## config.mk

```make
export PLATFORM = sky130hd
export DESIGN_NAME = registered_bus_transceiver
export DESIGN_NICKNAME = d
export VERILOG_FILES = /design/src/pkg/xcvr_pkg.sv /design/src/rtl/registered_bus_transceiver.sv
export SDC_FILE = /design/constraint.sdc
export NUM_CORES = 1
export LEC_CHECK = 0
export BUFFER_PORTS_ARGS = -buffer_cell sky130_fd_sc_hd__buf_2
export CORE_MARGIN = 2
export CORE_UTILIZATION = 49
export CTS_BUF_LIST = sky130_fd_sc_hd__clkbuf_4 sky130_fd_sc_hd__clkbuf_8
export CTS_CLUSTER_DIAMETER = 40
export CTS_CLUSTER_SIZE = 30
export DETAILED_ROUTE_END_ITERATION = 8
export PLACE_DENSITY = 0.78
export SETUP_SLACK_MARGIN = 0.2
export SKIP_LAST_GASP = 1
export SYNTH_ARGS = -nofsm -noshare
export SYNTH_HDL_FRONTEND = slang
export SYNTH_SLANG_ARGS = --single-unit
```

## constraint.sdc

```tcl
create_clock -name REF_CLK_I -period 2.4 [get_ports REF_CLK_I]
set_input_delay 0 -clock REF_CLK_I [delete_from_list [all_inputs] [get_ports REF_CLK_I]]
set_output_delay 0 -clock REF_CLK_I [all_outputs]
set_load 0.05 [all_outputs]
```

## src/pkg/xcvr_pkg.sv

```systemverilog
/*
 * constants, field layouts and carrier types for the registered bus transceiver.
 * assumes one 50 MHz clock, an apb master on the register side, and two 8-bit
 * parallel buses whose capture strobes arrive as asynchronous pins.
 */
// Summary of operation
// [RL1] two independent eight-bit capture registers
// [RL2] rising strobe edge loads that port's pins
// [RL3] capture ignores enable, direction and selects
// [RL4] enable high: both ports inputs, capture works
// [RL5] dir low, select low: live right to left
// [RL6] dir low, select high: stored right to left
// [RL7] dir high, select low: live left to right
// [RL8] dir high, select high: stored left to right
// [RL9] never drive both ports together
// [RL10] undriven port still captures its own pins
// [RL11] capture registers have no reset
package xcvr_pkg;

    localparam int DATA_W = 8;
    localparam int ADDR_W = 8;
    localparam int FIFO_DEPTH = 2;
    localparam real CLK_PERIOD_NS = 20.0;

    ////////////////////////////////////////////////////////////////////////////
    // register byte offsets
    localparam logic [ADDR_W-1:0] CTRL_OFS = 8'h00;
    localparam logic [ADDR_W-1:0] LEFT_REG_OFS = 8'h04;
    localparam logic [ADDR_W-1:0] RIGHT_REG_OFS = 8'h08;
    localparam logic [ADDR_W-1:0] STATUS_OFS = 8'h0c;
    localparam logic [ADDR_W-1:0] CAPQ_OFS = 8'h10;

    ////////////////////////////////////////////////////////////////////////////
    // field positions
    localparam int CTRL_EN_N_BIT = 0;
    localparam int CTRL_DIR_BIT = 1;
    localparam int CTRL_L2R_SEL_BIT = 2;
    localparam int CTRL_R2L_SEL_BIT = 3;
    localparam int STAT_LEFT_OE_BIT = 0;
    localparam int STAT_RIGHT_OE_BIT = 1;
    localparam int STAT_COUNT_LSB = 4;
    localparam int STAT_OVF_BIT = 8;
    localparam int CAPQ_LEFT_LSB = 0;
    localparam int CAPQ_RIGHT_LSB = 8;
    localparam int CAPQ_LEFT_HIT_BIT = 16;
    localparam int CAPQ_RIGHT_HIT_BIT = 17;
    localparam int CAPQ_VALID_BIT = 31;

    ////////////////////////////////////////////////////////////////////////////
    // reset values
    localparam logic [3:0] CTRL_RST = 4'h1;
    localparam logic [31:0] RDATA_RST = 32'h0000_0000;
    localparam logic [DATA_W-1:0] PIN_RST = 8'h00;

    ////////////////////////////////////////////////////////////////////////////
    // carrier types
    typedef struct packed {
        logic r2l_sel;
        logic l2r_sel;
        logic dir;
        logic enable_n;
    } ctrl_t;

    typedef struct packed {
        logic right_hit;
        logic left_hit;
        logic [DATA_W-1:0] right;
        logic [DATA_W-1:0] left;
    } cap_word_t;

    typedef enum logic [1:0] {
        DRV_NONE = 2'b00,
        DRV_LEFT = 2'b01,
        DRV_RIGHT = 2'b10
    } drive_t;

endpackage

```

## src/rtl/registered_bus_transceiver.sv

```systemverilog
/*
 * eight-bit registered transceiver between a left and a right parallel bus,
 * with apb control, synchronised capture strobes and a two-entry capture log.
 * assumes both buses and both capture strobes are asynchronous to REF_CLK_I
 * and the board resolves each two-way pin from its output enable.
 */
`timescale 1ns/1ps

module registered_bus_transceiver
    import xcvr_pkg::*;
(
    input wire logic REF_CLK_I,
    input wire logic RST_I,
    input wire logic PSEL_I,
    input wire logic PENABLE_I,
    input wire logic PWRITE_I,
    input wire logic [ADDR_W-1:0] PADDR_I,
    input wire logic [31:0] PWDATA_I,
    output logic PREADY_O,
    output logic [31:0] PRDATA_O,
    output logic PSLVERR_O,
    input wire logic LEFT_CAPTURE_CLK_I,
    input wire logic RIGHT_CAPTURE_CLK_I,
    input wire logic [DATA_W-1:0] LEFT_I,
    output logic [DATA_W-1:0] LEFT_O,
    output logic LEFT_OE_O,
    input wire logic [DATA_W-1:0] RIGHT_I,
    output logic [DATA_W-1:0] RIGHT_O,
    output logic RIGHT_OE_O,
    output logic CAPQ_READY_O
);

    ////////////////////////////////////////////////////////////////////////////
    // pin synchronisers: first stage feeds only the second

    logic [DATA_W-1:0] left_meta_ff;
    logic [DATA_W-1:0] left_sync_ff;
    logic [DATA_W-1:0] right_meta_ff;
    logic [DATA_W-1:0] right_sync_ff;
    logic [1:0] strobe_meta_ff;
    logic [1:0] strobe_sync_ff;
    logic [1:0] strobe_last_ff;

    always_ff @(posedge REF_CLK_I)
    begin
        left_meta_ff <= LEFT_I;
        left_sync_ff <= left_meta_ff;
        right_meta_ff <= RIGHT_I;
        right_sync_ff <= right_meta_ff;
        strobe_meta_ff <= {RIGHT_CAPTURE_CLK_I, LEFT_CAPTURE_CLK_I};
        strobe_sync_ff <= strobe_meta_ff;
        strobe_last_ff <= strobe_sync_ff;
    end

    // data and strobe share the same two-stage delay, so setup at the pins holds here
    logic left_edge;
    logic right_edge;
    assign left_edge = strobe_sync_ff[0] & ~strobe_last_ff[0];
    assign right_edge = strobe_sync_ff[1] & ~strobe_last_ff[1];

    ////////////////////////////////////////////////////////////////////////////
    // capture registers: no reset, undefined until first strobe

    logic [DATA_W-1:0] left_store_ff; // RL1
    logic [DATA_W-1:0] right_store_ff; // RL1

    // loaded on every rising strobe edge, never gated by control or drive state
    always_ff @(posedge REF_CLK_I)
    begin
        if (left_edge) // RL2 RL3 RL4 RL10 RL11
        begin
            left_store_ff <= left_sync_ff;
        end
        if (right_edge) // RL2 RL3 RL4 RL10 RL11
        begin
            right_store_ff <= right_sync_ff;
        end
    end

    ////////////////////////////////////////////////////////////////////////////
    // control register

    ctrl_t ctrl_ff;
    logic bus_take;
    logic bus_write;
    logic bus_read;
    logic pready_ff;

    // one wait state: pready rises in the second access cycle
    assign bus_take = PSEL_I & PENABLE_I & pready_ff;
    assign bus_write = bus_take & PWRITE_I;
    assign bus_read = bus_take & ~PWRITE_I;

    always_ff @(posedge REF_CLK_I)
    begin
        if (RST_I)
        begin
            ctrl_ff <= ctrl_t'(CTRL_RST);
        end
        else if (bus_write && PADDR_I == CTRL_OFS)
        begin
            ctrl_ff <= ctrl_t'(PWDATA_I[3:0]);
        end
    end

    ////////////////////////////////////////////////////////////////////////////
    // port drive decode

    function automatic drive_t drive_of(input ctrl_t c);
        if (c.enable_n)
        begin
            drive_of = DRV_NONE; // RL4
        end
        else if (c.dir)
        begin
            drive_of = DRV_RIGHT;
        end
        else
        begin
            drive_of = DRV_LEFT;
        end
    endfunction

    drive_t drive;
    assign drive = drive_of(ctrl_ff);

    // outputs lag the pins by the sync stages plus one; fine for slow buses only
    always_ff @(posedge REF_CLK_I)
    begin
        if (RST_I)
        begin
            LEFT_OE_O <= 1'b0;
            RIGHT_OE_O <= 1'b0;
            LEFT_O <= PIN_RST;
            RIGHT_O <= PIN_RST;
        end
        else
        begin
            LEFT_OE_O <= (drive == DRV_LEFT); // RL9
            RIGHT_OE_O <= (drive == DRV_RIGHT); // RL9
            LEFT_O <= ctrl_ff.r2l_sel ? right_store_ff : right_sync_ff; // RL5 RL6
            RIGHT_O <= ctrl_ff.l2r_sel ? left_store_ff : left_sync_ff; // RL7 RL8
        end
    end

    ////////////////////////////////////////////////////////////////////////////
    // two-entry capture log, drained by reads of the queue register

    cap_word_t capq_mem [FIFO_DEPTH];
    logic wr_ptr_ff;
    logic rd_ptr_ff;
    logic [1:0] count_ff;
    logic full_ff;
    logic ovf_ff;
    logic push_valid;
    logic push;
    logic pop;
    cap_word_t push_word;

    assign push_valid = left_edge | right_edge;
    assign pop = bus_read && PADDR_I == CAPQ_OFS && count_ff != 2'd0;
    // a full log still accepts a word in the cycle that one is popped
    assign push = push_valid & (~full_ff | pop);
    assign push_word = '{right_hit: right_edge, left_hit: left_edge,
                         right: right_sync_ff, left: left_sync_ff};

    always_ff @(posedge REF_CLK_I)
    begin
        if (push)
        begin
            capq_mem[wr_ptr_ff] <= push_word;
        end
    end

    always_ff @(posedge REF_CLK_I)
    begin
        if (RST_I)
        begin
            wr_ptr_ff <= 1'b0;
            rd_ptr_ff <= 1'b0;
            count_ff <= 2'd0;
            full_ff <= 1'b0;
            CAPQ_READY_O <= 1'b1;
        end
        else
        begin
            if (push)
            begin
                wr_ptr_ff <= ~wr_ptr_ff;
            end
            if (pop)
            begin
                rd_ptr_ff <= ~rd_ptr_ff;
            end
            case ({push, pop})
                2'b10:
                begin
                    count_ff <= count_ff + 2'd1;
                    full_ff <= (count_ff == 2'd1);
                    CAPQ_READY_O <= (count_ff != 2'd1);
                end
                2'b01:
                begin
                    count_ff <= count_ff - 2'd1;
                    full_ff <= 1'b0;
                    CAPQ_READY_O <= 1'b1;
                end
                default:
                begin
                    count_ff <= count_ff;
                end
            endcase
        end
    end

    // strobes cannot be held off, so a word refused by a full log is flagged;
    // a new loss in the clearing cycle keeps the flag set
    always_ff @(posedge REF_CLK_I)
    begin
        if (RST_I)
        begin
            ovf_ff <= 1'b0;
        end
        else if (push_valid && !push)
        begin
            ovf_ff <= 1'b1;
        end
        else if (bus_write && PADDR_I == STATUS_OFS && PWDATA_I[STAT_OVF_BIT])
        begin
            ovf_ff <= 1'b0;
        end
    end

    ////////////////////////////////////////////////////////////////////////////
    // apb read mux and answer

    function automatic logic mapped(input logic [ADDR_W-1:0] a);
        mapped = (a == CTRL_OFS) || (a == LEFT_REG_OFS) || (a == RIGHT_REG_OFS)
              || (a == STATUS_OFS) || (a == CAPQ_OFS);
    endfunction

    logic [31:0] nxt_rdata;

    always_comb
    begin
        nxt_rdata = RDATA_RST;
        case (PADDR_I)
            CTRL_OFS:
            begin
                nxt_rdata[3:0] = ctrl_ff;
            end
            LEFT_REG_OFS:
            begin
                nxt_rdata[DATA_W-1:0] = left_store_ff;
            end
            RIGHT_REG_OFS:
            begin
                nxt_rdata[DATA_W-1:0] = right_store_ff;
            end
            STATUS_OFS:
            begin
                nxt_rdata[STAT_LEFT_OE_BIT] = LEFT_OE_O;
                nxt_rdata[STAT_RIGHT_OE_BIT] = RIGHT_OE_O;
                nxt_rdata[STAT_COUNT_LSB +: 2] = count_ff;
                nxt_rdata[STAT_OVF_BIT] = ovf_ff;
            end
            CAPQ_OFS:
            begin
                nxt_rdata[CAPQ_LEFT_LSB +: DATA_W] = capq_mem[rd_ptr_ff].left;
                nxt_rdata[CAPQ_RIGHT_LSB +: DATA_W] = capq_mem[rd_ptr_ff].right;
                nxt_rdata[CAPQ_LEFT_HIT_BIT] = capq_mem[rd_ptr_ff].left_hit;
                nxt_rdata[CAPQ_RIGHT_HIT_BIT] = capq_mem[rd_ptr_ff].right_hit;
                nxt_rdata[CAPQ_VALID_BIT] = 1'b1;
                if (count_ff == 2'd0)
                begin
                    nxt_rdata = RDATA_RST;
                end
            end
            default:
            begin
                nxt_rdata = RDATA_RST;
            end
        endcase
    end

    always_ff @(posedge REF_CLK_I)
    begin
        if (RST_I)
        begin
            pready_ff <= 1'b0;
            PRDATA_O <= RDATA_RST;
            PSLVERR_O <= 1'b0;
        end
        else
        begin
            pready_ff <= PSEL_I & PENABLE_I & ~pready_ff;
            PRDATA_O <= nxt_rdata;
            PSLVERR_O <= PSEL_I & PENABLE_I & ~pready_ff & ~mapped(PADDR_I);
        end
    end

    assign PREADY_O = pready_ff;

endmodule // registered_bus_transceiver

```

Yosys cells after proc, flatten, opt, wreduce, memory -nomap -nowiden
Memories as Yosys holds them, arrays and structs flattened. A register that Yosys moved wholly into a read port is not among the register bits.
Index checks and enable logic that the tools add are counted.
{ "classes": {"add_sub_neg": 2, "mul": 0, "div": 0, "n_lt_le_gt_ge": 0, "n_eq_ne": 10, "shifts": 0, "mux": 19, "bitwise_logic": 20, "n_reduce_logical": 18} }
{ "ops": {"columns": ["cell", "n"], "rows": [
  ["32-bit two-way mux", 1],
  ["8-bit by 4-bit equality test with 1-bit output (second input constant)", 2],
  ["8-bit two-way mux", 2],
  ["2-bit one-hot mux with 4 select lines", 2],
  ["2-bit one-hot mux with 5 select lines", 1],
  ["1-bit bitwise AND", 9],
  ["1-bit NOT", 9],
  ["8-bit by 3-bit equality test with 1-bit output (second input constant)", 1],
  ["8-bit by 5-bit equality test with 1-bit output (second input constant)", 1],
  ["8-bit zero test", 1],
  ["2-bit by 1-bit equality test with 1-bit output (second input constant)", 3],
  ["1-bit logical AND", 6],
  ["1-bit two-way mux", 6],
  ["1-bit one-hot mux with 2 select lines", 3],
  ["2-bit one-hot mux with 3 select lines", 1],
  ["2-bit nonzero test", 3],
  ["2-bit equality test (second input constant)", 2],
  ["1-bit logical OR", 4],
  ["2-bit two-way mux", 2],
  ["2-bit one-hot mux with 2 select lines", 1],
  ["3-bit OR reduction", 1],
  ["2-bit by 1-bit adder with 2-bit output (second input constant)", 1],
  ["2-bit zero test", 1],
  ["2-bit by 1-bit inequality test with 1-bit output (second input constant)", 1],
  ["other kinds (4)", 5]
]} }
{ "totals": {"register_bits": 117, "latch_bits": 0, "mem_bits_rw": 36, "romBits": 0, "in_bits": 63, "out_inout_bits": 53, "wordCells": 98, "mem_count": 1} }
{ "memory_table": {"columns": ["name", "words", "word_bits", "read_ports", "rd_clocked_by_memory_dff", "write_ports", "line_no", "text"], "rows": [
  ["capq_mem", 2, 18, 1, 1, 1, "registered_bus_transceiver.sv:149", "cap_word_t capq_mem [FIFO_DEPTH];"]
]} }

Logic depth before layout (Yosys ltp)
Gate-level depths: netlist of the first run.
{ "depth": {"depth_word": 10, "depth_mapped": 11, "depth_no_buf": 10} }

Least setup slack after synthesis of the first run
OpenSTA, ideal clock, no wires.
{ "synth_path": {"path_type": "reg2reg", "start": "register pready_ff (netlist: PREADY_O)", "end": "memory capq_mem[1][0] (netlist name), enable pin", "setup_time_ns": 0.393, "t_arrival_ns": 2.067, "required_ns": 2.007, "slack_ns": -0.060, "path_stages_with_launch": 6, "path_buffers": 1, "period_less_slack_ns": 2.460, "cell_sequence": "dfxtp_1 -> and3_2 -> and4_1 -> buf_6 -> o21ai_4 -> nor2_1"} }
{ "synth_via": {"elab_chain_cells": 8} }
{ "synth_rtl": {"columns": ["item", "line_no", "text"], "rows": [
  ["from (decl)", "registered_bus_transceiver.sv:87", "logic pready_ff;"],
  ["from (signal assigned)", "registered_bus_transceiver.sv:296", "pready_ff <= PSEL_I & PENABLE_I & ~pready_ff;"],
  ["1-bit bitwise AND", "registered_bus_transceiver.sv:90", "assign bus_take = PSEL_I & PENABLE_I & pready_ff;"],
  ["1-bit bitwise AND", "registered_bus_transceiver.sv:92", "assign bus_read = bus_take & ~PWRITE_I;"],
  ["1-bit logical AND (2 in series)", "registered_bus_transceiver.sv:161", "assign pop = bus_read && PADDR_I == CAPQ_OFS && count_ff != 2'd0;"],
  ["net pop", "registered_bus_transceiver.sv:157", "logic pop;"],
  ["1-bit OR", "registered_bus_transceiver.sv:163", "assign push = push_valid & (~full_ff | pop);"],
  ["1-bit bitwise AND", "registered_bus_transceiver.sv:163", null],
  ["1-bit two-way mux", "registered_bus_transceiver.sv:169", "if (push)"],
  ["1-bit two-way mux (implied by the code)", "registered_bus_transceiver.sv:171", "capq_mem[wr_ptr_ff] <= push_word;"],
  ["to (decl)", "registered_bus_transceiver.sv:149", null]
]} }
The timed path passes the listed nets, and every way through them passes these cells.

Final worst setup path of the first run
{ "layout_path": {"start": "register count_ff[0]", "end": "register count_ff[1]"} }
{ "layout_via": {"elab_chain_cells": 6, "word_cells_on_any_way": 10, "classes_between": "add/sub (2); eq/ne (2); mux (1); bitwise (2); reduce/logical (3)"} }
{ "layout_rtl": {"columns": ["item", "line_no", "text"], "rows": [
  ["from (decl)", "registered_bus_transceiver.sv:152", "logic [1:0] count_ff;"],
  ["from (signal assigned)", "registered_bus_transceiver.sv:198", "count_ff <= count_ff + 2'd1;"],
  ["from (signal assigned)", "registered_bus_transceiver.sv:204", "count_ff <= count_ff - 2'd1;"],
  ["from (signal assigned)", "registered_bus_transceiver.sv:210", "count_ff <= count_ff;"],
  ["2-bit nonzero test", "registered_bus_transceiver.sv:161", null],
  ["1-bit logical AND", "registered_bus_transceiver.sv:161", null],
  ["1-bit OR", "registered_bus_transceiver.sv:163", null],
  ["1-bit bitwise AND", "registered_bus_transceiver.sv:163", null],
  ["2-bit by 1-bit equality test with 1-bit output / 2-bit equality test (equally long branches)", "registered_bus_transceiver.sv:195", "case ({push, pop})"],
  ["2-bit one-hot mux with 2 select lines / 2-bit nonzero test (equally long branches)", null, null]
]} }
Parallel ways exist; a longest one is shown, timed or not.
A chain may end at the register's enable or synchronous reset.

==> qor.yml, run 1 <==
critical_path:
  r2r_slack_ns: 0.34
  arrival_ns: 2.38
  crit_type: "reg2reg"
  crit_path_start_kind: "register"
  crit_fanout: 8
  r2r_start: "count_ff[0]$_SDFFE_PP0P_"
  cp_data_required_time_ns: 2.72
  r2r-end: "count_ff[1]$_SDFFE_PP0P_"
  crit_path_end_kind: "register"
  worst-r2r-cell-count: 8
min_path:
  hp-class: "in2reg"
  hold_depth: 3
  hold_end: "PRDATA_O[8]$_SDFF_PP0_"
  worstHoldStart: "PADDR_I[3]"
timing:
  report.final.setup_viol: 0
  fin_crit_sh_pct: 85.7
  fin_skew_ns: 0.0134
  period_minus_slack_ns: 2.06
  final_hold_viol_count: 0
  rsz0062_at_grt: "no"
  tns_ns: 0
  fmax_mhz: 486
  tightest_slew_ns: 0.727
  slew-limit-headroom_pct: 51.5
  slew_violations: 0
logic_synthesis:
  yosysMostFrequentCell: "dfxtp_1"
  async_flop_share_pct: 0
  synth_cells: 340
  synth_top_area_share_pct: 37.5
  avgSynthCellArea_um2: 14.0
  synth_edf_count: 52
  synth.distinct_cells: 54
  ys_ff_latch: 141
  synth_flop_cell: "dfxtp_1"
  ys_warn_count: 0
  netlist_area_um2: 4760
  yosys.area.top_type: "dfxtp_1"
  yosys-top-cells-count: "89 x dfxtp_1, 52 x edfxtp_1, 46 x nor2_1"
  synthTopCellsByArea: "dfxtp_1 37%, edfxtp_1 33%, mux2i_1 8.2%"
  ys_seq_area_share_pct: 70.3
place:
  hpwl_mm: 5.91
  gp_congestion: 0.855
  io_buffers: 75
floorplanning:
  dieArea_um2: 10500
  core.rowCount: 35
  die_y_um: 103
  start_util_pct: 51.0
  coreArea_um2: 9330
  pin_count: 116
  die_w_um: 103
detailed_routing:
  drt_pass1_iterations: 4
  wl_per_cell_um: 15.6
  drc_errors: 0
  vias_per_cell: 4.94
  num_vias: 2940
  ant_nets: 0
  drtIter0Drc: 149
  drt-total-wl_mm: 9.31
cells_and_area:
  n_antenna_cell: 0
  post-route-util_pct: 63.2
  area_growth_pct: 23.8
  layout-drive-gt1-share_pct: 27.0
  nets: 520
clock_network:
  cts_root_buf: "clkbuf_8"
  cts_sinks: 141
  cts_tree: "built"
  post-cts-setup-buffers: 0
  cts_buffers: 17
  cts.htree.levels: 4
  clock_path_buffers: 2
  path_clk_slew_ns: 0.08
  insertion_delay_ns: 0.43
grt:
  grt_pass1_vias: 2866
  gr-total-overflow: 0
  grt_max_degree: 37
  gr-usage-all-layers_pct: 18.7
  antenna_found_initial: 0
  grt_pass1_wl_mm: 14.2
power:
  power_density_nw_per_um2: 830
  ir_worst_vdd_mv: 0.696
  total_leakage_power_nw: 2.35
run:
  max-cap-violations: 0
outcome:
  status: "finished, final reports clean"
==> worst max-delay path, stage by stage, from the launching register on <==
cell	delay [ns]
dfxtp_1	0.39
inv_1	0.06
ha_1	0.21
nor2_1	0.10
and4_2	0.34
o21ai_4	0.09
ha_1	0.41
nor2_1	0.08
a211oi_1	0.26
==> cell families (layout without fill, tap and decap cells) <==
family / count (synthesis) / after routing / share of synthesized area (%)
mux: 44 / 44 / 9.94
simple gates: 87 / 87 / 9.57
compound gates: 28 / 28 / 4.42
flops: 141 / 141 / 70.3
other cells: 1 / 13 / 0.0788
buf+inv: 33 / 147 / 4.29
fa+ha+maj: 4 / 4 / 1.05
xor+xnor: 2 / 2 / 0.368
==> cell usage in the layout (no fill, tap or decap), drive strengths merged, types with 3 or more instances in the layout <==
cell         synthesis  final
dfxtp               89     89
buf                 18     79
edfxtp              52     52
nor2                46     46
mux2i               39     39
dlygate4sd3          0     30
clkbuf               9     18
conb                 1     13
inv                  6     11
nor3                 7      7
nand2                6      6
nor2b                5      5
a21oi                4      4
o22ai                4      4
a22oi                4      4
a2bb2oi              4      4
ha                   4      4
clkinv               0      4
nor3b                3      3
and2                 3      3
clkinvlp             0      3
o21ai                3      3
mux2                 3      3
==> per-layer routing <==
layer	routed length [um]	global-route usage (%)	vias to the layer above	share of wire, %
met5	0	0	-	0
met4	255	9.33	0	2.7
met3	557	6.58	20	6.0
met2	4610	29.7	109	49
met1	3890	22.9	1408	42
li1	-	-	1403	-
==> power by group <==
group,switching [W],internal [W],total (W)
clock,0.000932,0.000956,0.00189
sequential,0.0000449,0.00260,0.00264
combinational,0.000235,0.000126,0.000362
==> area by class of cell <==
class,instances,area [um2]
Tap cell,129,161
Clock inverter,14,160
Inverter,6,22.5
Sequential cell,141,3340
Multi-Input combinational cell,178,1260
Timing Repair Buffer,109,706
Clock buffer,18,241
Fill cell,702,3440
==> worst max-delay path by stage <==
stage               depth (start not counted)                   endpoint  slack, ns                      from
floorplan                                   5   capq_mem[1][0]$_DFFE_PP_      -0.06       PREADY_O$_SDFF_PP0_
global placement                            9       full_ff$_SDFFE_PP0P_       0.39  count_ff[0]$_SDFFE_PP0P_
detailed placement                          8   count_ff[1]$_SDFFE_PP0P_       0.30  count_ff[0]$_SDFFE_PP0P_
CTS                                         8   count_ff[1]$_SDFFE_PP0P_       0.30  count_ff[0]$_SDFFE_PP0P_
global route                                8  CAPQ_READY_O$_SDFFE_PP1P_       0.21  count_ff[0]$_SDFFE_PP0P_
finish                                      8   count_ff[1]$_SDFFE_PP0P_       0.34  count_ff[0]$_SDFFE_PP0P_
==> through the flow <==
| step | cells | worst slack, ns | hold slack, ns | area, um2 | power, W |
|---|---|---|---|---|---|
| final | 595 | 0.343 | 0.0704 | 5890 | 0.00489 |
| after CTS | 595 | 0.297 | 0.0354 | 5890 | 0.00492 |
| after global placement | 533 | 0.392 | 0.103 | 5190 | 0.00301 |
| after detailed placement | 533 | 0.301 | 0.104 | 5190 | 0.00302 |
| after floorplan | 352 | -0.0598 | 0.0277 | 4800 | 0.00293 |
| after global routing | 595 | 0.206 | 0.0597 | 5890 | 0.00506 |
==> what timing repair did <==
| item | 4_1_cts | 5_1_grt |
|---|---|---|
| hold buffers | 30 | 0 |
| gates resized for setup | 0 | 1 |
| endpoints found under the setup margin | 0 | 4 |
| hold endpoints to repair | 30 | 0 |
==> registers in the layout, summed over array words and instances (netlist names), 2 cells and up, named ones only <==
register and count:
strobe_last_ff 2, strobe_meta_ff 2, right_meta_ff 8, left_sync_ff 8
count_ff 2, capq_mem 36, left_store_ff 8, left_meta_ff 8
PRDATA_O 19, right_store_ff 8, RIGHT_O 8, ctrl_ff 4
right_sync_ff 8, strobe_sync_ff 2, LEFT_O 8
Power figures use the tool's default switching activity.
==> run 2: changes to the inputs <==
--- a/config.mk
+++ b/config.mk
@@ -6,8 +6,10 @@
 export NUM_CORES = 1
 export LEC_CHECK = 0
 export BUFFER_PORTS_ARGS = -buffer_cell sky130_fd_sc_hd__buf_2
+export CELL_PAD_IN_SITES_DETAIL_PLACEMENT = 0
+export CELL_PAD_IN_SITES_GLOBAL_PLACEMENT = 2
 export CORE_MARGIN = 2
-export CORE_UTILIZATION = 49
+export CORE_UTILIZATION = 33
 export CTS_BUF_LIST = sky130_fd_sc_hd__clkbuf_4 sky130_fd_sc_hd__clkbuf_8
 export CTS_CLUSTER_DIAMETER = 40
 export CTS_CLUSTER_SIZE = 30
==> run 2 against run 1 <==
Against the previous run:
- power is 1.1% lower
- die area rose by 46%
- critical path depth increased by 1
- core utilization fell by 20 points
- routed wire length increased by 2.6%
- register-to-register slack improved by 0.08 ns
- via count down 3.3%
- sequential share of layout area fell by 0.73 points
- flip-flop and latch count stayed put
- final area rose by 1.3%
==> qor.yml, run 2 (synthesis results as in run 1) <==
critical_path:
  crit_path_end_kind: "register"
  r2r_slack_ns: 0.42
  r2r_start: "count_ff[0]$_SDFFE_PP0P_"
  crit_path_start_kind: "register"
  crit_fanout: 8
  worst-r2r-cell-count: 9
  arrival_ns: 2.36
  r2r-end: "full_ff$_SDFFE_PP0P_"
  cp_data_required_time_ns: 2.78
  crit_type: "reg2reg"
power:
  p_total_w: 0.00484
  comb_power_share_pct: 7.5
  switching_share_pct: 23.7
  total_leakage_power_nw: 2.36
  ir_worst_vdd_mv: 0.412
  internal_power_w: 0.00369
  p_sw_w: 0.00115
  power_density_nw_per_um2: 810
  p_seq_share_pct: 54.6
  clkPwrFrac_pct: 37.8
floorplanning:
  die_w_um: 124
  coreArea_um2: 14000
  start_util_pct: 34.0
  die_y_um: 124
  pin_count: 116
  core.rowCount: 43
  dieArea_um2: 15400
timing:
  report.final.setup_viol: 0
  tightest_slew_ns: 0.634
  final_hold_viol_count: 0
  layout_setup_ws_ns: 0.418
  period_minus_slack_ns: 1.98
  slew-limit-headroom_pct: 57.7
  fmax_mhz: 504
  fin_skew_ns: 0.0137
  slew_violations: 0
  tns_ns: 0
  rsz0062_at_grt: "no"
  fin_crit_sh_pct: 82.6
clock_network:
  cts_tree: "built"
  cts_root_buf: "clkbuf_8"
  cts_sinks: 141
  path_clk_slew_ns: 0.08
  cts_buffers: 17
  clock_path_buffers: 2
  insertion_delay_ns: 0.45
  cts.htree.levels: 4
grt:
  grt_pass1_wl_mm: 14.5
  grt_max_degree: 23
  grt_pass1_vias: 2764
  busiest_layer: "met2"
  use_met2_pct: 20.5
  grt_use_met3_pct: 4.76
  gr-total-overflow: 0
  use_met1_pct: 16.6
  antenna_found_initial: 0
  gr-usage-all-layers_pct: 13.2
outcome:
  status: "finished, final reports clean"
cells_and_area:
  final_cell_mix: "88 x dfxtp_1, 75 x buf_2, 52 x edfxtp_1"
  top_register: "capq_mem"
  post-route-util_pct: 42.7
  mostFrequentLayoutCell: "dfxtp_1"
  final_cell_area_um2: 5970
  area_growth_pct: 25.5
  layout-drive-gt1-share_pct: 27.5
  nets: 524
  largest_reg_flops: 36
  fill_cells: 1357
  reg.largest.list: "capq_mem (36), PRDATA_O (19)"
  n_antenna_cell: 0
detailed_routing:
  ant_nets: 0
  drt_pass1_iterations: 4
  wl_per_cell_um: 14.7
  vias_per_cell: 4.38
  drtIter0Drc: 173
  drt-total-wl_mm: 9.55
  drc_errors: 0
  num_vias: 2844
min_path:
  hold_end: "PRDATA_O[4]$_SDFF_PP0_"
  worstHoldStart: "PADDR_I[6]"
  hp-class: "in2reg"
  hold_depth: 5
run:
  max-cap-violations: 0
place:
  dpl_cell_area_um2: 5270
  io_buffers: 75
  pre_cts_slack_ns: 0.310
  gp_congestion: 0.745
  hpwl_mm: 6.55
-- run 2: cell count changes in the layout (fill, tap and decap cells not counted), moves of 2 or more --
cell and delta:
clkinv_2 +2, buf_4 +3, clkinv_4 -2, inv_6 -4
-- run 2: layer usage --
| metal | vias up | wire length [um] |
|---|---|---|
| li1 | 1405 | - |
| met1 | 1346 | 4390 |
| met2 | 77 | 4470 |
| met3 | 16 | 467 |
| met4 | 0 | 229 |
| met5 | - | 0 |
-- run 2: worst max-delay path: stages (launching register included) --
cell	delay, ns
dfxtp_2	0.38
inv_1	0.05
ha_1	0.20
nor2_1	0.09
and4_2	0.33
o21ai_4	0.09
ha_1	0.39
nor3b_1	0.22
a21oi_1	0.06
nor2_1	0.10
-- run 2: how the worst max path moves through the flow --
stage,start,endpoint,cells after the start
floorplan,PREADY_O$_SDFF_PP0_,capq_mem[1][0]$_DFFE_PP_,5
global placement,count_ff[0]$_SDFFE_PP0P_,CAPQ_READY_O$_SDFFE_PP1P_,8
global route,PENABLE_I,PSLVERR_O$_SDFF_PP0_,7
finish,count_ff[0]$_SDFFE_PP0P_,full_ff$_SDFFE_PP0P_,9
detailed placement,count_ff[0]$_SDFFE_PP0P_,full_ff$_SDFFE_PP0P_,9
CTS,count_ff[0]$_SDFFE_PP0P_,full_ff$_SDFFE_PP0P_,9
-- run 2: power by group through the flow --
stage	clock network (W)	registers, W	logic, W
floorplan	0	0.00274	0.000190
global placement	0	0.00269	0.000328
detailed placement	0	0.00270	0.000330
CTS	0.00188	0.00264	0.000368
global route	0.00198	0.00266	0.000394
finish	0.00183	0.00264	0.000364
-- run 2: repair_timing --
action,4_1_cts,5_1_grt
resized for setup,0,2
setup endpoints to repair,0,3
setup buffers,0,0
hold endpoints to repair,37,0
hold buffers,31,0
-- run 2: metrics by stage --
step	hold WS (ns)	std cells
2_1_floorplan	0.0277	352
3_3_place_gp	0.104	587
3_5_place_dp	0.104	587
4_1_cts	0.0138	649
5_1_grt	0.0541	649
6_report	0.0397	649
-- run 2: cell type report --
type                       instances  area [um2]  share of cell area [%]
clock inverter                    11         120                    2.01
tap                              180         225                    3.77
multi-input combinational        178        1260                    21.0
timing repair buffer             113         738                    12.4
inverter                           6        22.5                   0.377
clock buffer                      20         263                    4.40
sequential                       141        3340                    56.0
